### src/hdl/dgc_map.svh
// Register offsets, field positions and reset values of the DMA global control block.
// Included by the package users; holds definitions only.
`ifndef DGC_MAP_SVH
`define DGC_MAP_SVH
`define DGC_OFF_CTRL 16'h3000
`define DGC_OFF_SPTR 16'h3310
`define DGC_OFF_DPTR 16'h3320
`define DGC_OFF_CSIZ 16'h3330
`define DGC_OFF_CPTR 16'h3340
`define DGC_OFF_PDAT 16'h3350
`define DGC_ALIAS_CLR 2'h1
`define DGC_ALIAS_SET 2'h2
`define DGC_ALIAS_INV 2'h3
`define DGC_BIT_ON 15
`define DGC_BIT_SUSP 12
`define DGC_BIT_BUSY 11
`define DGC_RST_WORD 32'h0000_0000
`define DGC_PDAT_W 8
`define DGC_FIELD_W 16
`endif

### src/hdl/dgc_pkg.sv
// Types shared by the DMA global control block.
// No assumptions beyond a SystemVerilog tool.
package dgc_pkg;
  typedef enum logic [2:0]
  {
    DGC_OFF = 3'b001,
    DGC_RUN = 3'b010,
    DGC_HOLD = 3'b100
  } dgc_state_t;
  typedef enum logic [1:0]
  {
    DGC_WR_PLAIN = 2'h0,
    DGC_WR_CLR = 2'h1,
    DGC_WR_SET = 2'h2,
    DGC_WR_INV = 2'h3
  } dgc_wop_t;
endpackage

### src/hdl/dgc_alias_reg.sv
// One software register with plain, clear, set and invert writes plus a hardware load.
// Assumes the caller decodes the address and the alias kind.
`timescale 1ns/10ps
module dgc_alias_reg #(
  parameter int W = 16
) (
  input wire logic i_mclk, // Clock.
  input wire logic i_resetn, // Async reset, active low.
  input wire logic i_we, // Software write strobe.
  input wire dgc_pkg::dgc_wop_t i_op, // Write kind.
  input wire logic [W-1:0] i_wdata, // Software write data.
  input wire logic i_hw_ld, // Hardware load strobe.
  input wire logic [W-1:0] i_hw_val, // Hardware load value.
  output logic [W-1:0] o_val // Register value.
);
  import dgc_pkg::*;
  // A register without storage bits cannot serve any field.
  if (W < 1)
  begin : g_w_check
    $error("dgc_alias_reg needs W of at least one");
  end
  logic [W-1:0] val_q;
  logic [W-1:0] val_d;
  always_comb
  begin
    val_d = val_q;
    if (i_hw_ld)
    begin
      val_d = i_hw_val;
    end
    else if (i_we)
    begin
      unique case (i_op)
        DGC_WR_PLAIN: val_d = i_wdata;
        DGC_WR_CLR: val_d = val_q & ~i_wdata;
        DGC_WR_SET: val_d = val_q | i_wdata;
        DGC_WR_INV: val_d = val_q ^ i_wdata;
      endcase
    end
  end
  always_ff @(posedge i_mclk or negedge i_resetn)
  begin
    if (!i_resetn)
    begin
      val_q <= '0;
    end
    else
    begin
      val_q <= val_d;
    end
  end
  assign o_val = val_q;
endmodule

### src/hdl/dgc_top.sv
// DMA global control and channel 3 pointer, cell-size and pattern-data registers.
// Assumes an Avalon-MM master and a channel sequencer that requests pointer steps.
//
// The Avalon-MM slave port was decided locally.
`timescale 1ns/10ps
`include "dgc_map.svh"
module dgc_top (
  input wire logic i_mclk, // Clock, 100 MHz.
  input wire logic i_resetn, // Async reset, active low.
  input wire logic [15:0] i_address, // Avalon byte address.
  input wire logic i_read, // Avalon read.
  input wire logic i_write, // Avalon write.
  input wire logic [31:0] i_writedata, // Avalon write data.
  input wire logic [3:0] i_byteenable, // Avalon byte enables.
  output logic [31:0] o_readdata, // Avalon read data.
  output logic o_waitrequest, // Avalon wait.
  output logic [1:0] o_response, // Avalon response, 2 is slave error.
  input wire logic i_xfer_req, // Channel 3 transfer request level.
  input wire logic i_step_done, // Sequencer finished one cell step.
  output logic o_xfer_grant, // Transfers may proceed this cycle.
  output dgc_pkg::dgc_state_t o_state // Engine state.
);
  import dgc_pkg::*;
  ////////////////////////////////////////////////////////////////////////////////
  logic ack_q;
  logic ack_d;
  logic [31:0] rdata_q;
  logic [31:0] rdata_d;
  logic [1:0] resp_q;
  logic [1:0] resp_d;
  logic on_q;
  logic on_d;
  logic susp_q;
  logic susp_d;
  logic pend_q;
  logic pend_d;
  dgc_state_t st_q;
  dgc_state_t st_d;
  logic [15:0] base;
  dgc_wop_t op;
  logic hit_ctrl;
  logic hit_sptr;
  logic hit_dptr;
  logic hit_csiz;
  logic hit_cptr;
  logic hit_pdat;
  logic hit_any;
  logic wr_go;
  logic [31:0] wmask;
  logic [31:0] wd;
  logic [15:0] sptr;
  logic [15:0] dptr;
  logic [15:0] csiz;
  logic [15:0] cptr;
  logic [7:0] pdat;
  logic step;
  logic busy;
  // Each request gets one wait cycle; the answer lands on the second edge.
  assign base = {i_address[15:4], 4'h0};
  assign op = dgc_wop_t'(i_address[3:2]);
  assign hit_ctrl = (base == `DGC_OFF_CTRL);
  assign hit_sptr = (base == `DGC_OFF_SPTR);
  assign hit_dptr = (base == `DGC_OFF_DPTR);
  assign hit_csiz = (base == `DGC_OFF_CSIZ);
  assign hit_cptr = (base == `DGC_OFF_CPTR);
  assign hit_pdat = (base == `DGC_OFF_PDAT);
  assign hit_any = hit_ctrl | hit_sptr | hit_dptr | hit_csiz | hit_cptr | hit_pdat;
  // A write lands at the edge that ends the wait, when the master sees waitrequest low.
  assign wr_go = i_write & ack_q;
  assign wmask = {{8{i_byteenable[3]}}, {8{i_byteenable[2]}},
                  {8{i_byteenable[1]}}, {8{i_byteenable[0]}}};
  // Byte enables narrow wd; a plain write drives wd to zero, and csiz and pdat keep disabled bytes themselves.
  always_comb
  begin
    wd = i_writedata & wmask;
    if (op == DGC_WR_PLAIN)
    begin
      wd = 32'h0000_0000;
    end
  end
  function automatic logic apply(input logic cur, input logic b, input logic m, input dgc_wop_t o);
    logic r;
    r = cur;
    if (m)
    begin
      unique case (o)
        DGC_WR_PLAIN: r = b;
        DGC_WR_CLR: r = cur & ~b;
        DGC_WR_SET: r = cur | b;
        DGC_WR_INV: r = cur ^ b;
      endcase
    end
    return r;
  endfunction
  ////////////////////////////////////////////////////////////////////////////////
  // Only bits 15 and 12 have storage; the rest of the control word is dropped.
  always_comb
  begin
    on_d = on_q;
    susp_d = susp_q;
    if (wr_go && hit_ctrl)
    begin
      on_d = apply(on_q, i_writedata[`DGC_BIT_ON], i_byteenable[1], op);
      susp_d = apply(susp_q, i_writedata[`DGC_BIT_SUSP], i_byteenable[1], op);
    end
  end
  always_ff @(posedge i_mclk or negedge i_resetn)
  begin
    if (!i_resetn)
    begin
      on_q <= 1'b0;
      susp_q <= 1'b0;
    end
    else
    begin
      on_q <= on_d;
      susp_q <= susp_d;
    end
  end
  ////////////////////////////////////////////////////////////////////////////////
  // Engine state: pending request survives a suspend and resumes afterwards.
  always_comb
  begin
    st_d = st_q;
    pend_d = pend_q;
    if (i_xfer_req)
    begin
      pend_d = 1'b1;
    end
    else if (step)
    begin
      pend_d = 1'b0;
    end
    unique case (st_q)
      DGC_OFF:
      begin
        pend_d = 1'b0;
        if (on_q)
        begin
          st_d = susp_q ? DGC_HOLD : DGC_RUN;
        end
      end
      DGC_RUN:
      begin
        if (!on_q)
        begin
          st_d = DGC_OFF;
        end
        else if (susp_q)
        begin
          st_d = DGC_HOLD;
        end
      end
      DGC_HOLD:
      begin
        if (!on_q)
        begin
          st_d = DGC_OFF;
        end
        else if (!susp_q)
        begin
          st_d = DGC_RUN;
        end
      end
      default: st_d = DGC_OFF;
    endcase
  end
  always_ff @(posedge i_mclk or negedge i_resetn)
  begin
    if (!i_resetn)
    begin
      st_q <= DGC_OFF;
      pend_q <= 1'b0;
    end
    else
    begin
      st_q <= st_d;
      pend_q <= pend_d;
    end
  end
  assign o_xfer_grant = (st_q == DGC_RUN) && on_q && !susp_q && pend_q;
  assign step = o_xfer_grant & i_step_done;
  assign busy = (st_q != DGC_OFF) || pend_q;
  assign o_state = st_q;
  ////////////////////////////////////////////////////////////////////////////////
  // Pointers are read-only to software and step only on granted cells, so they freeze
  // while suspended.
  dgc_alias_reg #(.W(`DGC_FIELD_W)) u_sptr (.i_mclk(i_mclk), .i_resetn(i_resetn),
    .i_we(1'b0), .i_op(op), .i_wdata(wd[15:0]), .i_hw_ld(step),
    .i_hw_val(16'(sptr + 16'h0001)), .o_val(sptr));
  dgc_alias_reg #(.W(`DGC_FIELD_W)) u_dptr (.i_mclk(i_mclk), .i_resetn(i_resetn),
    .i_we(1'b0), .i_op(op), .i_wdata(wd[15:0]), .i_hw_ld(step),
    .i_hw_val(16'(dptr + 16'h0001)), .o_val(dptr));
  dgc_alias_reg #(.W(`DGC_FIELD_W)) u_cptr (.i_mclk(i_mclk), .i_resetn(i_resetn),
    .i_we(1'b0), .i_op(op), .i_wdata(wd[15:0]), .i_hw_ld(step),
    .i_hw_val(16'(cptr + 16'h0001)), .o_val(cptr));
  dgc_alias_reg #(.W(`DGC_FIELD_W)) u_csiz (.i_mclk(i_mclk), .i_resetn(i_resetn),
    .i_we(wr_go && hit_csiz), .i_op(op),
    .i_wdata((op == DGC_WR_PLAIN) ? ((i_writedata[15:0] & wmask[15:0]) |
      (csiz & ~wmask[15:0])) : (i_writedata[15:0] & wmask[15:0])),
    .i_hw_ld(1'b0), .i_hw_val(16'h0000), .o_val(csiz));
  dgc_alias_reg #(.W(`DGC_PDAT_W)) u_pdat (.i_mclk(i_mclk), .i_resetn(i_resetn),
    .i_we(wr_go && hit_pdat), .i_op(op),
    .i_wdata((op == DGC_WR_PLAIN && !i_byteenable[0]) ? pdat :
      (i_writedata[7:0] & wmask[7:0])),
    .i_hw_ld(1'b0), .i_hw_val(8'h00), .o_val(pdat));
  ////////////////////////////////////////////////////////////////////////////////
  // Bus answer; alias addresses read back the base register.
  always_comb
  begin
    ack_d = (i_read | i_write) & ~ack_q;
    rdata_d = rdata_q;
    resp_d = resp_q;
    if ((i_read | i_write) && !ack_q)
    begin
      rdata_d = `DGC_RST_WORD;
      resp_d = hit_any ? 2'h0 : 2'h2;
      if (i_read)
      begin
        if (hit_ctrl)
        begin
          rdata_d[`DGC_BIT_ON] = on_q;
          rdata_d[`DGC_BIT_SUSP] = susp_q;
          rdata_d[`DGC_BIT_BUSY] = busy;
        end
        if (hit_sptr) rdata_d[15:0] = sptr;
        if (hit_dptr) rdata_d[15:0] = dptr;
        if (hit_csiz) rdata_d[15:0] = csiz;
        if (hit_cptr) rdata_d[15:0] = cptr;
        if (hit_pdat) rdata_d[7:0] = pdat;
      end
    end
  end
  always_ff @(posedge i_mclk or negedge i_resetn)
  begin
    if (!i_resetn)
    begin
      ack_q <= 1'b0;
      rdata_q <= `DGC_RST_WORD;
      resp_q <= 2'h0;
    end
    else
    begin
      ack_q <= ack_d;
      rdata_q <= rdata_d;
      resp_q <= resp_d;
    end
  end
  assign o_waitrequest = (i_read | i_write) & ~ack_q;
  assign o_readdata = rdata_q;
  assign o_response = resp_q;
  ////////////////////////////////////////////////////////////////////////////////
  grant_off_a: assert property (@(posedge i_mclk) disable iff (!i_resetn)
    !on_q |-> !o_xfer_grant) else $error("grant while disabled");
  grant_susp_a: assert property (@(posedge i_mclk) disable iff (!i_resetn)
    susp_q |-> !o_xfer_grant) else $error("grant while suspended");
  susp_hold_a: assert property (@(posedge i_mclk) disable iff (!i_resetn)
    susp_q && $past(susp_q) |-> $stable(sptr) && $stable(cptr)) else
    $error("pointer moved in suspend");
  busy_off_a: assert property (@(posedge i_mclk) disable iff (!i_resetn)
    on_q && !$past(on_q) |=> busy) else $error("busy low after enable");
  ctrl_zero_a: assert property (@(posedge i_mclk) disable iff (!i_resetn)
    ack_q && $past(i_read && hit_ctrl) |->
    (o_readdata & 32'hffff_67ff) == 32'h0000_0000) else
    $error("unimplemented control bit set");
  set_alias_a: assert property (@(posedge i_mclk) disable iff (!i_resetn)
    wr_go && hit_csiz && op == DGC_WR_SET && i_byteenable == 4'hf |=>
    csiz == ($past(csiz) | $past(i_writedata[15:0]))) else
    $error("set alias wrong");
  clr_alias_a: assert property (@(posedge i_mclk) disable iff (!i_resetn)
    wr_go && hit_ctrl && op == DGC_WR_CLR && i_writedata[`DGC_BIT_ON] && i_byteenable[1] |=>
    !on_q) else $error("clear alias failed");
  one_wait_a: assert property (@(posedge i_mclk) disable iff (!i_resetn)
    i_read && !ack_q |=> ack_q && !o_waitrequest) else $error("answer late");
endmodule

### config.mk
export PLATFORM = sky130hd
export DESIGN_NAME = dgc_top
export DESIGN_NICKNAME = d
export VERILOG_FILES = /design/src/hdl/dgc_pkg.sv /design/src/hdl/dgc_alias_reg.sv /design/src/hdl/dgc_top.sv
export VERILOG_INCLUDE_DIRS = /design/src /design/src/hdl
export SDC_FILE = /design/constraint.sdc
export NUM_CORES = 1
export LEC_CHECK = 0
export BUFFER_PORTS_ARGS = -buffer_cell sky130_fd_sc_hd__buf_2
export CELL_PAD_IN_SITES_DETAIL_PLACEMENT = 1
export CELL_PAD_IN_SITES_GLOBAL_PLACEMENT = 2
export CORE_ASPECT_RATIO = 0.75
export CORE_UTILIZATION = 33
export DETAILED_ROUTE_END_ITERATION = 8
export GPL_ROUTABILITY_DRIVEN = 1
export PLACE_DENSITY_LB_ADDON = 0.1
export SYNTH_ARGS = -nofsm -noshare
export SYNTH_HDL_FRONTEND = slang
export SYNTH_SLANG_ARGS = --single-unit
### constraint.sdc
create_clock -name i_mclk -period 1.7 [get_ports i_mclk]
set_input_delay 0.34 -clock i_mclk [delete_from_list [all_inputs] [get_ports i_mclk]]
set_output_delay 0.34 -clock i_mclk [all_outputs]
set_load 0.01 [all_outputs]
==> results.toml <==
[outcome]
status = "finished, violations left"
violations = "design-rule violations, negative setup slack"

[sta]
worst_clock_skew_ps = 15.0
rsz0062_at_grt = "yes"
slew_viol_final = 0
setup_viol = 2
final.period_utilization = 1.04
hold_viol = 0
tightest_slew_ps = 564
hold_ws_ps = 210
setup_slack_ps = -60.4
period_minus_slack_ps = 1760
slew_headroom = 0.621
max_freq_mhz = 568

[worst_setup_path]
worstPathMaxFanout = 2
required_ps = 1360
reg2reg_setup_slack_ps = -10
reg2reg_depth = 6
path_class = "reg2out"
cpMaxStageDelayCell = "dfrtp_1"
r2r-start = "susp_q"
startpoint_type = "flop"
startpoint = "susp_q"
r2r_end = "u_sptr.o_val[4]"
crit_arrival_ps = 1420
slowest_delay_ps = 380
cp-end-kind = "output port"
critPathMostFrequentCell = "buf_6"
path_cells = "and4bb_2 > buf_6 > and2_4 > buf_6"

[clock_tree]
cts_tree = "yes"
clock_path_buffers = 2
cts-root-buf = "clkbuf_16"
cts_htree_levels = 3
cts.clk_slew.worst_paths_ps = 70
cts_buffers = 9
cts_sinks = 96
clkLatencyLatePin_ps = 360

[finish]
syn_to_final_growth_pct = 28.8
multiInputGateArea_mm2 = 0.00397
fin_cells = 1108
diodes = 0
drive_gt1_frac = 0.320
finalCoreUtilization = 0.439
regArea_mm2 = 0.00241
nets = 963
fillers = 2227

[global_route]
grt_pass1_wl_um = 34000
antenna_found_initial = 0
grt_max_degree = 36
grt_usage = 0.210
grt-ovfl-total = 0
grt_pass1_vias = 6267

[yosys]
ys_warn_count = 0
synth_common_cells = "dfrtp_1 (95), inv_1 (63), ha_1 (55), nand2_1 (54), nor2_1 (34)"
synthTopCellsByArea = "dfrtp_1 (36%), ha_1 (10%), xnor2_1 (3.7%)"
yosysUniqueCellTypes = 67
syn_area_mm2 = 0.00667
synth_largest_area_cell = "dfrtp_1"
ys_seq_area_frac = 0.361
synth_ff_type = "dfrtp_1"
synth.avg_cell_area_um2 = 9.60
yosysMostFrequentCell = "dfrtp_1"
synth_edf_count = 0
netlist.area_leader.share = 0.357
async_reset_ff_frac = 1.00
synth_seq_cells = 96
synth_cells = 694

[detailed_routing]
wire_per_inst_um = 19.4
drc = 11
ant_nets = 0
dr.pass1.iters = 8
totalWireLength_um = 21500
via_count = 5848
avgViaCountPerCell = 5.28
drtIter0Drc = 278

[place]
dp_slack_ps = -465
dp_cells = 1084
gp_congestion = 0.805
post-dp-hpwl_um = 16400
io_buffers = 59

[hold_path]
hp-class = "in2reg"
hp-start = "i_xfer_req"
holdPathStages = 3
min_to = "pend_q"

[power]
max-vdd-ir-drop_mv = 0.372
power_mw = 5.31
power_leakage_nw = 4.11
power.density_mw_per_mm2 = 618

[job]
cap_violations = 0

[floorplanning]
dieArea_mm2 = 0.0208
start_util = 0.341
coreArea_mm2 = 0.0195
die_x_um = 166
rows = 44
io_pins = 97
dieHeight_um = 125
[power by group]
| group | leakage, nW | switching, mW | internal [mW] |
|---|---|---|---|
| logic | 2.74 | 0.504 | 0.423 |
| registers | 1.25 | 0.0332 | 2.34 |
| clock network | 0.127 | 0.996 | 1.01 |
| total | 4.11 | 1.53 | 3.77 |
[layer usage]
| layer | vias up | global-route usage | wire, um |
|---|---|---|---|
| met5 | - | 0 | 0 |
| met4 | 0 | 0.0550 | 313 |
| met3 | 17 | 0.0364 | 762 |
| met2 | 117 | 0.345 | 9760 |
| met1 | 2938 | 0.284 | 10700 |
| li1 | 2776 | - | - |
[registers in the layout, indices dropped and copies added, names as in the netlist]
register	flops
ack_q	1
o_readdata	16
o_response	1
o_state	3
on_q	1
pend_q	1
susp_q	1
u_cptr.o_val	16
u_csiz.o_val	16
u_dptr.o_val	16
u_pdat.o_val	8
u_sptr.o_val	16
[worst max-delay path, delay by kind of cell (launching register included)]
family	cells	cell delay [ps]
flops	1	380
simple gates	2	480
buf+inv	2	200
[area by class of cell]
cell class,count,share of cell area
inverter,64,0.0280
timing repair buffer,186,0.159
multi-input combinational,493,0.463
clock inverter,6,0.00598
clock buffer,10,0.0267
tap,253,0.0369
sequential,96,0.280
[worst max path at each step]
stage	end	slack, ps
floorplan	u_pdat.o_val[7]	-330
detailed placement	u_csiz.o_val[8]	-470
global route	o_xfer_grant	-100
finish	o_xfer_grant	-60
CTS	o_xfer_grant	-70
global placement	u_csiz.o_val[15]	-370
[cell usage in the layout, fill, tap and decap left out, types with 6 or more instances in the layout]
cell and n:
buf_4 116, dfrtp_1 93, inv_1 63, buf_2 57, nand2_1 54, ha_1 53
nor2_1 33, a21oi_1 30, xnor2_1 28, mux2i_1 21, xor2_1 19, nand3_1 18
o21ai_0 18, conb_1 17, mux2_2 15, nand4_1 15, nor3_1 11, a22o_1 10
a22oi_2 10, a22oi_1 10, clkbuf_16 10, a32oi_1 9, o41ai_1 8, a222oi_1 6
mux4_2 6, a211oi_1 6, buf_12 6
[kinds of logic (layout without fill, tap and decap cells)]
group,after synthesis,count (layout),share of synthesized area
and+or+nand+nor,190,190,0.154
AOI/OAI and AO/OA,139,139,0.151
buffers and inverters,121,266,0.0867
DFF,96,96,0.361
adders and majority gates,55,55,0.103
xor gates and xnor gates,47,47,0.0618
muxes,45,45,0.0822
other,1,17,0.000563
[per-stage QoR]
| stage | instance area, um2 | TNS [ps] |
|---|---|---|
| 6_report | 8580 | -66.9 |
| 3_3_place_gp | 8030 | -6900 |
| 5_1_grt | 8580 | -1120 |
| 3_5_place_dp | 8030 | -8800 |
| 2_1_floorplan | 6810 | -3460 |
| 4_1_cts | 8430 | -223 |
[timing repair]
action                     4_1_cts  5_1_grt
buffers inserted                 2        4
resized for setup               18       22
hold buffers                     1        0
hold endpoints to repair        14        0
setup endpoints to repair       17       33
gates cloned                     0        1
pin swaps                        3        7
Power figures use the tool's default switching activity.
